[src/pkg/pwtb_pkg.sv]
// pwtb_pkg: shared constants and types of the pwm time base
`default_nettype none

package pwtb_pkg;

    // ------------------------------------------------------------------
    // widths and sizes
    // ------------------------------------------------------------------
    localparam int unsigned PWTB_CNT_W = 12;
    localparam int unsigned PWTB_NCH   = 6;
    localparam int unsigned PWTB_DIV_W = 6;

    // ------------------------------------------------------------------
    // divider limits (terminal count = ratio - 1)
    // ------------------------------------------------------------------
    localparam logic [PWTB_DIV_W-1:0] PWTB_ICYC_LIM  = 6'h03;   // fosc/4
    localparam logic [PWTB_DIV_W-1:0] PWTB_PRE1_LIM  = 6'h00;   // 1:1
    localparam logic [PWTB_DIV_W-1:0] PWTB_PRE4_LIM  = 6'h03;   // 1:4
    localparam logic [PWTB_DIV_W-1:0] PWTB_PRE16_LIM = 6'h0f;   // 1:16
    localparam logic [PWTB_DIV_W-1:0] PWTB_PRE64_LIM = 6'h3f;   // 1:64

    // ------------------------------------------------------------------
    // period byte layout
    // ------------------------------------------------------------------
    localparam int unsigned PWTB_PER_HI_LSB = 8;
    localparam int unsigned PWTB_PER_HI_W   = 4;
    localparam logic [PWTB_CNT_W-1:0] PWTB_CNT_ZERO = 12'h000;
    localparam logic [PWTB_CNT_W-1:0] PWTB_CNT_ONE  = 12'h001;

    // ------------------------------------------------------------------
    // types
    // ------------------------------------------------------------------
    typedef enum logic [1:0] {
        PWTB_MODE_FREE,
        PWTB_MODE_SINGLE,
        PWTB_MODE_UPDOWN,
        PWTB_MODE_UPDOWN_ALT
    } pwtb_mode_e;

    // contents of the two time-base control registers
    typedef struct packed {
        logic [3:0] postscale_select;
        logic [1:0] prescale_select;
        pwtb_mode_e timebase_mode_select;
    } pwtb_ctl_s;

    localparam pwtb_ctl_s PWTB_CTL_RST = '0;

    // prescale select to divider terminal count
    function automatic logic [PWTB_DIV_W-1:0] pwtb_pre_lim(input logic [1:0] sel);
        case (sel)
            2'h0:    pwtb_pre_lim = PWTB_PRE1_LIM;
            2'h1:    pwtb_pre_lim = PWTB_PRE4_LIM;
            2'h2:    pwtb_pre_lim = PWTB_PRE16_LIM;
            default: pwtb_pre_lim = PWTB_PRE64_LIM;
        endcase
    endfunction : pwtb_pre_lim

endpackage : pwtb_pkg

`default_nettype wire

[src/logic/pwtb_chan.sv]
// pwtb_chan: one pwm output with single-pulse latch and manual override
`default_nettype none

module pwtb_chan (
    // clock and reset
    input  wire logic                            core_clk_i,
    input  wire logic                            resetn_i,
    // time base
    input  wire logic [pwtb_pkg::PWTB_CNT_W-1:0] cnt_i,
    input  wire logic [pwtb_pkg::PWTB_CNT_W-1:0] duty_i,
    input  wire logic                            run_i,
    input  wire logic                            single_i,
    input  wire logic                            start_i,
    input  wire logic                            stop_i,
    // override
    input  wire logic                            ovd_en_i,
    input  wire logic                            ovd_lvl_i,
    // pin
    output logic                                 pwm_o
);
    import pwtb_pkg::*;

    typedef struct packed {
        logic pulse;
        logic pwm;
    } pwtb_chan_s;

    pwtb_chan_s st_q;
    pwtb_chan_s st_d;
    logic       raw;

    always_comb begin
        st_d = st_q;
        if (start_i) begin
            st_d.pulse = 1'b1;
        end else if (stop_i) begin
            st_d.pulse = 1'b0;
        end else if (cnt_i == duty_i) begin
            st_d.pulse = 1'b0;
        end
        // edge and centre modes compare the count against duty
        raw = single_i ? st_q.pulse : (run_i && (cnt_i < duty_i));
        st_d.pwm = ovd_en_i ? raw : ovd_lvl_i;
    end

    assign pwm_o = st_q.pwm;

    always_ff @(posedge core_clk_i or negedge resetn_i) begin
        if (!resetn_i) begin
            st_q <= '0;
        end else begin
            st_q <= st_d;
        end
    end
endmodule : pwtb_chan

`default_nettype wire

[src/logic/pwtb_div.sv]
// pwtb_div: clearable enable divider, one tick per limit+1 enables
`default_nettype none

module pwtb_div #(
    parameter int unsigned W = 6
) (
    // clock and reset
    input  wire logic         core_clk_i,
    input  wire logic         resetn_i,
    // control
    input  wire logic         en_i,
    input  wire logic         clr_i,
    input  wire logic [W-1:0] lim_i,
    // result
    output logic              tick_o
);
    import pwtb_pkg::*;

    typedef struct packed {
        logic [W-1:0] cnt;
    } pwtb_div_s;

    pwtb_div_s st_q;
    pwtb_div_s st_d;

    // tick on the enable that reaches the limit; clear drops any pending count
    assign tick_o = en_i && !clr_i && (st_q.cnt >= lim_i);

    always_comb begin
        st_d = st_q;
        if (clr_i) begin
            st_d.cnt = '0;
        end else if (tick_o) begin
            st_d.cnt = '0;
        end else if (en_i) begin
            st_d.cnt = st_q.cnt + {{(W-1){1'b0}}, 1'b1};
        end
    end

    always_ff @(posedge core_clk_i or negedge resetn_i) begin
        if (!resetn_i) begin
            st_q <= '0;
        end else begin
            st_q <= st_d;
        end
    end
endmodule : pwtb_div

`default_nettype wire

[src/logic/pwtb_timebase.sv]
// pwtb_timebase: 12-bit pwm time base with prescaler, postscaler and single pulse
//
// Operation
// - counter ticks fosc/4 through 1/4/16/64 prescaler
// - prescaler cleared by counter, control writes, reset
// - control write keeps counter value
// - 4-bit postscaler divides match interrupts
// - postscaler cleared by counter, control writes, reset
// - free-running: interrupt per match, then zero
// - period from 4 high and 8 low bits
// - edge modes load period at wrap
// - up/down modes load period at zero
// - stopped time base loads period continuously
// - free-running period is (period+1) times prescale
// - up/down period is twice period times prescale
// - override chooses pwm, inactive or active
// - mode 01 selects edge-aligned single pulse
// - run set drives enabled pins active
// - duty match drives channel inactive
// - period match ends pulse, stops, interrupts
// - period and duty kept after pulse
// - free-running counts up, wraps, keeps running
// - single shot clears run after match
// - up/down reverses after match, direction readable
`default_nettype none

module pwtb_timebase (
    // clock and reset
    input  wire logic                                                core_clk_i,
    input  wire logic                                                resetn_i,
    // time-base control registers
    input  wire logic                                                ctl_wr_i,
    input  wire pwtb_pkg::pwtb_ctl_s                                 ctl_i,
    input  wire logic                                                run_set_i,
    input  wire logic                                                run_clr_i,
    // counter and period writes
    input  wire logic                                                cnt_wr_i,
    input  wire logic [pwtb_pkg::PWTB_CNT_W-1:0]                     cnt_data_i,
    input  wire logic                                                per_lo_wr_i,
    input  wire logic                                                per_hi_wr_i,
    input  wire logic [7:0]                                          per_byte_i,
    // duty and override
    input  wire logic [pwtb_pkg::PWTB_NCH-1:0][pwtb_pkg::PWTB_CNT_W-1:0] duty_value_i,
    input  wire logic [pwtb_pkg::PWTB_NCH-1:0]                       override_enable_mask_i,
    input  wire logic [pwtb_pkg::PWTB_NCH-1:0]                       override_level_select_i,
    // status
    output logic [pwtb_pkg::PWTB_CNT_W-1:0]                          timebase_counter_o,
    output logic [pwtb_pkg::PWTB_CNT_W-1:0]                          period_value_o,
    output logic                                                     timebase_run_bit_o,
    output logic                                                     count_direction_flag_o,
    output logic                                                     timebase_irq_o,
    // pins
    output logic [pwtb_pkg::PWTB_NCH-1:0]                            pwm_o
);
    import pwtb_pkg::*;

    // ------------------------------------------------------------------
    // state
    // ------------------------------------------------------------------
    typedef struct packed {
        pwtb_ctl_s             ctl;
        logic [PWTB_CNT_W-1:0] cnt;
        logic [PWTB_CNT_W-1:0] per_act;
        logic [PWTB_CNT_W-1:0] per_buf;
        logic                  run;
        logic                  dir;
        logic                  irq;
    } pwtb_tb_s;

    localparam pwtb_tb_s PWTB_TB_RST = '0;

    pwtb_tb_s st_q;
    pwtb_tb_s st_d;

    logic icyc_tick;
    logic pre_tick;
    logic post_tick;
    logic scl_clr;
    logic match;
    logic match_evt;
    logic updown;
    logic single;
    logic single_end;
    logic start;

    // ------------------------------------------------------------------
    // decode
    // ------------------------------------------------------------------
    // upper codes count up/down
    assign updown = st_q.ctl.timebase_mode_select inside {PWTB_MODE_UPDOWN, PWTB_MODE_UPDOWN_ALT};
    assign single = (st_q.ctl.timebase_mode_select == PWTB_MODE_SINGLE);
    assign match  = (st_q.cnt == st_q.per_act);

    assign scl_clr = cnt_wr_i || ctl_wr_i;

    // match only counts on the way up; a centre count hits the period once per cycle
    assign match_evt  = pre_tick && match && !st_q.dir && !cnt_wr_i;
    assign single_end = match_evt && single;
    // pulse starts on the rising run bit
    assign start      = run_set_i && !st_q.run && single;

    // ------------------------------------------------------------------
    // clock dividers
    // ------------------------------------------------------------------
    // instruction clock is fosc/4, free running
    pwtb_div #(
        .W (PWTB_DIV_W)
    ) u_icyc (
        .core_clk_i (core_clk_i),
        .resetn_i   (resetn_i),
        .en_i       (1'b1),
        .clr_i      (1'b0),
        .lim_i      (PWTB_ICYC_LIM),
        .tick_o     (icyc_tick)
    );

    pwtb_div #(
        .W (PWTB_DIV_W)
    ) u_pre (
        .core_clk_i (core_clk_i),
        .resetn_i   (resetn_i),
        .en_i       (icyc_tick && st_q.run),
        .clr_i      (scl_clr),
        .lim_i      (pwtb_pre_lim(st_q.ctl.prescale_select)),
        .tick_o     (pre_tick)
    );

    pwtb_div #(
        .W (PWTB_DIV_W)
    ) u_post (
        .core_clk_i (core_clk_i),
        .resetn_i   (resetn_i),
        .en_i       (match_evt),
        .clr_i      (scl_clr),
        .lim_i      ({2'b00, st_q.ctl.postscale_select}),
        .tick_o     (post_tick)
    );

    // ------------------------------------------------------------------
    // counter, period and run bit
    // ------------------------------------------------------------------
    always_comb begin
        st_d     = st_q;
        st_d.irq = post_tick;
        if (ctl_wr_i) begin
            st_d.ctl = ctl_i;
        end
        if (per_lo_wr_i) begin
            st_d.per_buf[PWTB_PER_HI_LSB-1:0] = per_byte_i;
        end
        if (per_hi_wr_i) begin
            st_d.per_buf[PWTB_CNT_W-1:PWTB_PER_HI_LSB] = per_byte_i[PWTB_PER_HI_W-1:0];
        end
        if (cnt_wr_i) begin
            st_d.cnt = cnt_data_i;
        end else if (pre_tick) begin
            if (!updown) begin
                st_d.dir = 1'b0;
                if (match) begin
                    st_d.cnt     = PWTB_CNT_ZERO;
                    st_d.per_act = st_q.per_buf;
                end else begin
                    st_d.cnt = st_q.cnt + PWTB_CNT_ONE;
                end
            end else if (!st_q.dir) begin
                if (match) begin
                    st_d.dir = 1'b1;
                    st_d.cnt = (st_q.per_act == PWTB_CNT_ZERO) ? PWTB_CNT_ZERO : st_q.per_act - PWTB_CNT_ONE;
                end else begin
                    st_d.cnt = st_q.cnt + PWTB_CNT_ONE;
                end
            // down leg mirrors the up leg
            end else if (st_q.cnt == PWTB_CNT_ZERO) begin
                st_d.dir = 1'b0;
                // a zero period parks the count at zero instead of running off upwards
                st_d.cnt = (st_q.per_act == PWTB_CNT_ZERO) ? PWTB_CNT_ZERO : PWTB_CNT_ONE;
            end else begin
                st_d.cnt = st_q.cnt - PWTB_CNT_ONE;
            end
        end
        if (updown && st_q.cnt == PWTB_CNT_ZERO) begin
            st_d.per_act = st_q.per_buf;
        end
        if (!st_q.run) begin
            st_d.per_act = st_q.per_buf;
        end
        // software set wins over the hardware stop in the same cycle
        if (run_set_i) begin
            st_d.run = 1'b1;
        end else if (run_clr_i) begin
            st_d.run = 1'b0;
        end else if (single_end) begin
            st_d.run = 1'b0;
        end
    end

    always_ff @(posedge core_clk_i or negedge resetn_i) begin
        if (!resetn_i) begin
            st_q <= PWTB_TB_RST;
        end else begin
            st_q <= st_d;
        end
    end

    // ------------------------------------------------------------------
    // outputs
    // ------------------------------------------------------------------
    // interrupt after postscale
    assign timebase_irq_o         = st_q.irq;
    assign timebase_counter_o     = st_q.cnt;
    assign period_value_o         = st_q.per_act;
    assign timebase_run_bit_o     = st_q.run;
    assign count_direction_flag_o = st_q.dir;

    // duty and period untouched by pulse end
    for (genvar ch = 0; ch < PWTB_NCH; ch++) begin : g_ch
        pwtb_chan u_chan (
            .core_clk_i (core_clk_i),
            .resetn_i   (resetn_i),
            .cnt_i      (st_q.cnt),
            .duty_i     (duty_value_i[ch]),
            .run_i      (st_q.run),
            .single_i   (single),
            .start_i    (start),
            .stop_i     (single_end),
            .ovd_en_i   (override_enable_mask_i[ch]),
            .ovd_lvl_i  (override_level_select_i[ch]),
            .pwm_o      (pwm_o[ch])
        );
    end
endmodule : pwtb_timebase

`default_nettype wire

[config.mk]
export PLATFORM = sky130hd
export DESIGN_NAME = pwtb_timebase
export DESIGN_NICKNAME = d
export VERILOG_FILES = /design/src/pkg/pwtb_pkg.sv /design/src/logic/pwtb_chan.sv /design/src/logic/pwtb_div.sv /design/src/logic/pwtb_timebase.sv
export SDC_FILE = /design/constraint.sdc
export NUM_CORES = 1
export LEC_CHECK = 0
export ABC_AREA = 1
export BUFFER_PORTS_ARGS = -buffer_cell sky130_fd_sc_hd__buf_2
export CORE_MARGIN = 2
export CORE_UTILIZATION = 55
export DETAILED_ROUTE_END_ITERATION = 16
export PLACE_DENSITY = 0.85
export SYNTH_ARGS = -nofsm -noshare
export SYNTH_HDL_FRONTEND = slang
export SYNTH_SLANG_ARGS = --single-unit
[constraint.sdc]
create_clock -name core_clk_i -period 5.9 [get_ports core_clk_i]
set_input_delay 0.59 -clock core_clk_i [delete_from_list [all_inputs] [get_ports core_clk_i]]
set_output_delay 0.59 -clock core_clk_i [all_outputs]
set_load 0.02 [all_outputs]
==> results.txt, run 1 <==
Outcome -> finished, final reports clean
Main synth FF type -> dfrtp_1
DRC violation count after routing -> 0
Resized Gates After CTS -> 0
Area grow syn2layout -> 14.1%
Period Utilization, post-route -> 0.445
Mapped Area -> 6750 um^2
IO buf count -> 152
Post CTS Setup Buffer Count -> 0
Met2 usage -> 0.489
Critical path's most frequent cell -> nand2_1
Num CTS Buffers -> 9
Die X-Extent -> 115 um
Logic pwr share -> 0.307
Number of distinct library cells after synthesis -> 35
Crit Reg-Reg Startpoint -> timebase_counter_o[6]
CTS sink count -> 77
Worst Path Arrival -> 2.85 ns
Die area -> 13200 um^2
CTS root buf -> clkbuf_16
Floorplan row count -> 40
Clk_lat worst skew -> 0.35 ns
Crit Path Max Fanout -> 15
Crit. End Element -> register
Clock-pin slew on the worst setup and hold paths -> 0.06 ns
Final nets -> 1282
Routed wire length -> 18.8 mm
Max_cap viols -> 0
Largest net degree at the start of global routing -> 78
Rel. slew slack -> 0.339
Yosys top cell by area -> dfrtp_1
Initial drt markers -> 432
H-tree lvl count -> 3
Routed vias/inst -> 5.46
RD Place Congestion -> 1.01
Cell internal pwr -> 0.00113 W
Maximum VDD drop -> 219 uV
Most instantiated cells after synthesis -> nand2_1, inv_1, nor2_1
Gate Count Post-Synth -> 954
All-Layer GR Usage -> 0.296
Met1 usage -> 0.372
GR Overflow Total -> 0
Post-route ant nets -> 0
Antenna cells -> 0
TritonCTS clock tree -> done
Critical path class -> register to register
GRT met3 Usage -> 0.0585
Core area -> 12000 um^2
Worst Tran Pin Value -> 0.991 ns
Worst R2R Setup Slack -> 3.27 ns
YS warnings -> 0
Post-layout min period -> 2.63 ns
Finish-stage setup viols -> 0
First-pass GRT wire length -> 30.4 mm
Hold_buf cts -> 0
Startpoint types -> register
Top cell type's share of synthesized area -> 0.285
Post-Syn Area per Cell -> 7.08 um^2
Net Sw Frac -> 0.372
Critical-path cell list -> inv_1, nand2_1, nand2_1, nor2_1, nand2_1, nor2_4, nand2_1, nor2_4, nand2_1, inv_1, o21ai_0
Initial antenna violation count -> 0
HPWL Detailed -> 14.2 mm
Sequential share of the synthesized area -> 0.285
Routed vias -> 6699
Reported net switching power -> 0.000671 W
Top-count cell post-synth -> nand2_1
Req. time, crit path -> 6.12 ns
Num ports -> 153
Pre-antenna DRT Iters -> 6
Clock Power Share -> 0.318
Power per cell area -> 234 nW/um^2
R2R depth -> 11
Initial Util -> 0.562
Most Used Layer, Global Route -> met2
Tot Pwr -> 0.00181 W
Synth top area cells -> dfrtp_1, ha_1, nand2_1
Setup TNS -> 0 ns
Layout cells sized above 1 -> 0.181
Clock tree buffer depth -> 2
Leak -> 4.34 nW
Slowest cell on crit path -> dfrtp_1
Max Fclk -> 0.381 GHz
Die height -> 115 um
Wirelength per Cell -> 15.3 um
Slowest stage delay, CP -> 0.82 ns
Worst setup skew after layout -> 0.00877 ns
Pins Over Slew Limit -> 0
Number of flops mapped to enable cells by yosys -> 0
RSZ-0062 raised after global routing -> false
Final hold violations -> 0
Vias in the first global route -> 6328
Worst reg2reg path endpoint -> g_ch[3].u_chan.st_q[1]
Async SR Flop Fraction -> 1.00
Min-Delay Path Class -> input pin to asynchronous set/reset pin
Sequential power share -> 0.376
Flops & latches, synth -> 77
[layout make-up]
cell class              count  area (um^2)
fillers                  1106         4310
clock buffers              11          243
inverters                 160          601
well taps                 147          184
flip-flops and latches     77         1930
multi-input cells         675         3930
clock inverters             5         60.1
repair buffers            152          763
[worst max path at each step]
| stage | startpoint | endpoint | slack, ns |
|---|---|---|---|
| floorplan | st_q[42] | timebase_counter_o[7] | 4.00 |
| global placement | timebase_counter_o[6] | g_ch[4].u_chan.st_q[1] | 3.41 |
| detailed placement | timebase_counter_o[6] | g_ch[4].u_chan.st_q[1] | 3.36 |
| CTS | timebase_counter_o[6] | g_ch[3].u_chan.st_q[1] | 3.33 |
| global route | timebase_counter_o[6] | period_value_o[9] | 3.05 |
| finish | timebase_counter_o[6] | g_ch[3].u_chan.st_q[1] | 3.27 |
[metal layers]
| metal | share of wire | routed length [um] | vias to the layer above |
|---|---|---|---|
| li1 | - | - | 3302 |
| met1 | 0.42 | 7850 | 3012 |
| met2 | 0.45 | 8520 | 318 |
| met3 | 0.085 | 1600 | 67 |
| met4 | 0.042 | 790 | 0 |
| met5 | 0 | 0 | - |
[registers in the layout (all words and copies together), names as in the netlist]
| register | cells |
|---|---|
| g_ch.u_chan.st_q | 6 |
| u_pre.st_q | 6 |
| u_post.st_q | 6 |
| u_icyc.st_q | 6 |
| count_direction_flag_o | 1 |
| st_q | 20 |
| timebase_run_bit_o | 1 |
| period_value_o | 12 |
| timebase_irq_o | 1 |
| g_ch.u_chan.pwm_o | 6 |
| timebase_counter_o | 12 |
[metrics by stage]
| stage | utilization | instances | instance area, um^2 | setup slack (ns) | hold slack [ns] |
|---|---|---|---|---|---|
| after floorplan | - | 957 | 6760 | 4.00 | 0.294 |
| after global placement | 0.616 | 1211 | 7400 | 3.41 | 0.428 |
| after detailed placement | 0.616 | 1211 | 7400 | 3.36 | 0.434 |
| after CTS | 0.641 | 1227 | 7700 | 3.33 | 0.427 |
| after global routing | 0.641 | 1227 | 7700 | 3.05 | 0.440 |
| final | 0.641 | 1227 | 7700 | 3.27 | 0.409 |
[power by group through the flow]
stage	Clock (W)	Combinational, W	Sequential, W
global placement	0	0.000535	0.000682
detailed placement	0	0.000546	0.000684
floorplan	0	0.000433	0.000637
global route	0.000607	0.000634	0.000684
CTS	0.000580	0.000551	0.000675
finish	0.000574	0.000554	0.000678
[cell usage in the layout, fill, tap and decap left out, drive strengths merged, types with 11 or more instances in the layout]
master	instances
nand2	233
mux2	15
o21ai	63
nand4	30
inv	160
nand3	53
a21oi	44
ha	87
nor2	92
buf	152
dfrtp	77
xor2	18
clkbuf	11
[cells by family after synthesis]
logic type | Yosys count | share of synthesized area
DFF | 77 | 0.285
adders and majority gates | 87 | 0.161
muxes | 15 | 0.0250
other | 1 | 0.000555
and+or+nand+nor | 423 | 0.266
buffers and inverters | 205 | 0.135
xor gates and xnor gates | 23 | 0.0298
AOI/OAI and AO/OA | 123 | 0.0975
[worst max-delay path: cells and delay by family (launching register included)]
family / cells / cell delay (ns)
and+or+nand+nor: 8 / 1.14
buffers and inverters: 2 / 0.43
AOI/OAI and AO/OA: 1 / 0.10
DFF: 1 / 0.82
No activity file was read; power rests on OpenSTA's default activity.
==> run 2, diff against run 1 <==
==> constraint.sdc (replaced) <==
create_clock -name core_clk_i -period 2.5 [get_ports core_clk_i]
set_input_delay 0.25 -clock core_clk_i [delete_from_list [all_inputs] [get_ports core_clk_i]]
set_output_delay 0.25 -clock core_clk_i [all_outputs]
set_load 0.02 [all_outputs]
==> run 2 against run 1 <==
  * Clock-buffer cell count down 1
  * Fmax rose by 17%
  * Clock skew rose by 0.0020 ns
  * Hold slack worse by 0.35 ns
  * First-iteration DRC count decreased by 0.69%
  * Critical endpoint is now period_value_o[8]
  * Register-to-register slack worse by 3.0 ns
  * Sequential cell count unchanged
  * Sequential share of layout area is 0.57 points lower
  * Sequential power rose by 120%
  * Final area is 2.3% higher
==> results.txt, run 2 (same netlist as run 1, synthesis figures left out) <==
Final nets -> 1302
Placed instance area -> 7550 um^2
Non-Filler Instances -> 1247
Die area -> 13200 um^2
Slowest cell on crit path -> o21ai_4
Routed wire length -> 19.1 mm
Most frequent cells in the layout -> nand2_1, inv_1, buf_2, nor2_1, ha_1
Power per cell area -> 565 nW/um^2
Period Utilization, post-route -> 0.899
Antenna cells -> 0
Setup TNS -> 0 ns
Filler instances -> 1072
Core area -> 12000 um^2
Clock Power Share -> 0.333
Max Fclk -> 0.445 GHz
CTS root buf -> clkbuf_16
Post-layout min period -> 2.25 ns
Pre-CTS setup slack -> 0.312 ns
Worst Path Arrival -> 2.51 ns
Area grow syn2layout -> 16.8%
All-Layer GR Usage -> 0.299
Pre-antenna DRT Iters -> 5
Initial Util -> 0.562
Final non-filler cell area -> 7890 um^2
Leak -> 4.45 nW
Initial antenna violation count -> 0
Post-route ant nets -> 0
Routed vias -> 6803
GRT met3 Usage -> 0.0395
Min-Delay Path Class -> input pin to asynchronous set/reset pin
Initial drt markers -> 429
Most Used Layer, Global Route -> met2
Worst reg2reg path endpoint -> period_value_o[8]
Startpoint types -> register
Critical path's most frequent cell -> o21ai_0
Pins Over Slew Limit -> 0
Die X-Extent -> 115 um
Die height -> 115 um
Outcome -> finished, final reports clean
RSZ-0062 raised after global routing -> false
Routed vias/inst -> 5.46
Largest Register -> st_q
Maximum VDD drop -> 403 uV
Wirelength per Cell -> 15.3 um
Slowest stage delay, CP -> 0.48 ns
Worst R2R Setup Slack -> 0.25 ns
R2R depth -> 10
Placed Cells incl. Taps -> 1231
Resized Gates After CTS -> 0
Worst Tran Pin Value -> 0.982 ns
HPWL Detailed -> 14.7 mm
Num ports -> 153
Net Sw Frac -> 0.364
Layout cells sized above 1 -> 0.196
First-pass GRT wire length -> 30.9 mm
IO buf count -> 152
Largest net degree at the start of global routing -> 78
Fin worst setup slack -> 0.254 ns
Max reg flops -> 20
Post CTS Setup Buffer Count -> 0
Floorplan row count -> 40
Worst setup skew after layout -> 0.0108 ns
Met1 usage -> 0.386
Critical-path cell list -> nor2_1, ha_1, inv_1, o21ai_0, nand4_1, nand3_1, nand2_2, o21ai_4, nand2_1, o21ai_0
Clock tree buffer depth -> 2
Max_cap viols -> 0
GR Overflow Total -> 0
Finish-stage setup viols -> 0
DRC violation count after routing -> 0
Crit Path Max Fanout -> 24
Logic pwr share -> 0.328
RD Place Congestion -> 1.02
Hold_buf cts -> 0
Cell internal pwr -> 0.00284 W
Rel. slew slack -> 0.345
Clk_lat worst skew -> 0.35 ns
Commonest non-fill, non-tap cell in the layout -> nand2_1
Final hold violations -> 0
H-tree lvl count -> 3
Req. time, crit path -> 2.76 ns
Num CTS Buffers -> 9
Sequential power share -> 0.339
Met2 usage -> 0.497
Reported net switching power -> 0.00162 W
Clock-pin slew on the worst setup and hold paths -> 0.06 ns
Crit Reg-Reg Startpoint -> st_q[42]
Vias in the first global route -> 6514
TritonCTS clock tree -> done
Critical path class -> register to register
Crit. End Element -> register
WHS -> 0.0618 ns
CTS sink count -> 77
run 2: critical path: cells and delay by family (launching register included):
kind	cells	cell delay [ns]
compound gates	3	0.71
buf+inv	1	0.04
fa+ha+maj	1	0.30
flops	1	0.45
simple gates	5	0.64
run 2: worst max-delay path by stage:
stage	from	endpoint	slack (ns)
after floorplan	st_q[42]	timebase_counter_o[7]	0.60
after global placement	timebase_counter_o[0]	timebase_counter_o[11]	0.37
after detailed placement	st_q[42]	period_value_o[9]	0.31
after CTS	st_q[42]	period_value_o[8]	0.24
after global routing	st_q[42]	period_value_o[9]	0.04
final	st_q[42]	period_value_o[8]	0.25
run 2: cell type report:
cell class,count,area (um^2),area share
clock buffer,10,239,0.0303
clock inverter,6,93.8,0.0119
inverter,160,601,0.0762
multi-input combinational,675,3930,0.498
sequential,77,1930,0.244
tap,147,184,0.0233
timing repair buffer,172,913,0.116
run 2: power by group through the flow:
stage	Sequential [W]	Combinational, W	Clock (W)
after floorplan	0.00150	0.00102	0
after global placement	0.00152	0.00140	0
after detailed placement	0.00152	0.00144	0
after CTS	0.00150	0.00145	0.00149
after global routing	0.00152	0.00167	0.00154
final	0.00151	0.00146	0.00149
run 2: layer usage:
metal  share of wire  up-vias
met5               0        -
met4           0.042        0
met3           0.084       64
met2            0.46      320
met1            0.42     3083
li1                -     3336
run 2: through the flow:
step | total power [W] | util
4_1_cts | 0.00445 | 0.656
2_1_floorplan | 0.00252 | -
5_1_grt | 0.00473 | 0.656
3_5_place_dp | 0.00296 | 0.629
6_report | 0.00446 | 0.656
3_3_place_gp | 0.00292 | 0.629
==> run 3, diff against run 2 <==
--- a/config.mk
+++ b/config.mk
@@ -6,11 +6,12 @@
 export NUM_CORES = 1
 export LEC_CHECK = 0
 export ABC_AREA = 1
-export BUFFER_PORTS_ARGS = -buffer_cell sky130_fd_sc_hd__buf_2
+export CORE_ASPECT_RATIO = 1.4
 export CORE_MARGIN = 2
 export CORE_UTILIZATION = 55
 export DETAILED_ROUTE_END_ITERATION = 16
-export PLACE_DENSITY = 0.85
+export DONT_BUFFER_PORTS = 1
+export PLACE_DENSITY = 0.74
 export SYNTH_ARGS = -nofsm -noshare
 export SYNTH_HDL_FRONTEND = slang
 export SYNTH_SLANG_ARGS = --single-unit
==> run 3 against run 2 <==
  * Final area is 8.7% lower
  * Routed wire length is 7.2% lower
  * Sequential share of layout area is 2.3 points higher
  * Critical path depth is 1 lower
  * Via count is 11% lower
  * Utilization is 5.1 points lower
  * Sequential cell count stayed put
  * Critical endpoint is now period_value_o[2]
==> results.txt, run 3 (same netlist as run 1, synthesis figures left out) <==
Area grow syn2layout -> 6.58%
Pre-antenna DRT Iters -> 5
Rel. slew slack -> 0.525
Routed wire length -> 17.7 mm
Layout cells sized above 1 -> 0.0760
Hold Path End -> g_ch[2].u_chan.pwm_o
Routed vias/inst -> 5.44
Largest net degree at the start of global routing -> 78
Resized Gates After CTS -> 0
Wirelength per Cell -> 16.0 um
Clock-pin slew on the worst setup and hold paths -> 0.06 ns
Finish-stage setup viols -> 0
Clock tree buffer depth -> 2
Placed instance area -> 6860 um^2
Critical path class -> register to register
Floorplan row count -> 47
Pins Over Slew Limit -> 0
Die height -> 135 um
Leak -> 3.90 nW
Filler instances -> 1108
Clk_lat worst skew -> 0.34 ns
Critical path's most frequent cell -> o21ai_0
GR Overflow Total -> 0
Max_cap viols -> 0
CTS sink count -> 77
Most Used Layer, Global Route -> met2
Hold Path Cell Cnt -> 1
IO buf count -> 0
Worst reg2reg path endpoint -> period_value_o[2]
H-tree lvl count -> 3
Max reg flops -> 20
Num ports -> 153
Core area -> 11900 um^2
Worst R2R Setup Slack -> 0.25 ns
Min-delay src -> override_enable_mask_i[2]
Startpoint types -> register
Maximum VDD drop -> 370 uV
Met2 usage -> 0.505
First-pass GRT wire length -> 28.4 mm
Most frequent cells in the layout -> nand2_1, inv_1, nor2_1, ha_1, dfrtp_1
RD Place Congestion -> 0.964
CP Buf/Inv Count -> 1
All-Layer GR Usage -> 0.272
TritonCTS clock tree -> done
Initial Util -> 0.568
Worst setup skew after layout -> 0.0114 ns
Crit Reg-Reg Startpoint -> st_q[42]
Outcome -> finished, final reports clean
Crit Path Max Fanout -> 24
Crit-path leading delay family -> compound AO/OA/AOI/OAI gates
GRT met3 Usage -> 0.0487
Worst Tran Pin Value -> 0.712 ns
Die X-Extent -> 97.6 um
Initial antenna violation count -> 0
Commonest non-fill, non-tap cell in the layout -> nand2_1
Met1 usage -> 0.306
Critical-path cell list -> nor2_1, inv_1, ha_1, o21ai_0, nand4_1, nand3_1, nand2_2, o21ai_4, o21ai_0
Num CTS Buffers -> 9
R2R depth -> 9
Period Utilization, post-route -> 0.900
Slowest cell on crit path -> o21ai_4
Worst Path Arrival -> 2.44 ns
Post CTS Setup Buffer Count -> 0
Routed vias -> 6033
Slowest stage delay, CP -> 0.47 ns
Crit. End Element -> register
RSZ-0062 raised after global routing -> false
Min-Delay Path Class -> input pin to register
Final non-filler cell area -> 7200 um^2
CTS root buf -> clkbuf_16
HPWL Detailed -> 14.3 mm
Power per cell area -> 566 nW/um^2
Die area -> 13200 um^2
Hold_buf cts -> 3
Max Fclk -> 0.444 GHz
Vias in the first global route -> 5966
Final nets -> 1163
Initial drt markers -> 341
Req. time, crit path -> 2.69 ns
DRC violation count after routing -> 0
Largest Register -> st_q
Final hold violations -> 0
Setup TNS -> 0 ns
Post-layout min period -> 2.25 ns
Post-route ant nets -> 0
run 3: layout make-up:
| type | count | area (um^2) | area share |
|---|---|---|---|
| inverters | 160 | 601 | 0.0835 |
| diodes | 1 | 2.50 | 0.000348 |
| repair buffers | 33 | 273 | 0.0379 |
| well taps | 147 | 184 | 0.0256 |
| clock buffers | 10 | 229 | 0.0318 |
| flip-flops and latches | 77 | 1930 | 0.268 |
| clock inverters | 5 | 52.6 | 0.00730 |
| multi-input cells | 675 | 3930 | 0.546 |
run 3: worst max path at each step:
stage                     cells after the start                endpoint     start  slack [ns]
after floorplan                              12   timebase_counter_o[7]  st_q[42]        0.60
after global placement                       11  timebase_counter_o[11]  st_q[42]        0.30
after detailed placement                     11  timebase_counter_o[11]  st_q[42]        0.30
after CTS                                     9       period_value_o[2]  st_q[42]        0.26
after global routing                         10       period_value_o[3]  st_q[42]        0.04
final                                         9       period_value_o[2]  st_q[42]        0.25
run 3: where the power goes:
group / leakage (nW) / switching (W) / total (W) / internal [W]
logic: 2.83 / 0.000773 / 0.00124 / 0.000468
clock network: 0.138 / 0.000507 / 0.00127 / 0.000762
registers: 0.930 / 0.000192 / 0.00156 / 0.00137
run 3: metrics by stage:
step                       util  setup slack, ns  hold slack, ns  power [W]  instances
after floorplan               -            0.598         -0.0456    0.00252        957
after global placement    0.578            0.298         -0.0427    0.00276       1089
after detailed placement  0.578            0.304         -0.0432    0.00279       1089
after CTS                 0.606            0.262         0.00356    0.00409       1107
after global routing      0.606           0.0436         0.00391    0.00435       1107
final                     0.606            0.249         0.00661    0.00407       1108
run 3: metal layers:
layer / wire length (um) / vias up / part of all wire
li1: - / 3060 / -
met1: 7050 / 2725 / 0.40
met2: 9100 / 207 / 0.51
met3: 924 / 41 / 0.052
met4: 616 / 0 / 0.035
met5: 0 / - / 0
run 3: worst reg2reg max path, cell delays in order, from the launching register on:
cell and delay (ns):
dfrtp_1 0.43, nor2_1 0.16, inv_1 0.06, ha_1 0.17
o21ai_0 0.19, nand4_1 0.16, nand3_1 0.14, nand2_2 0.16
o21ai_4 0.48, o21ai_0 0.17
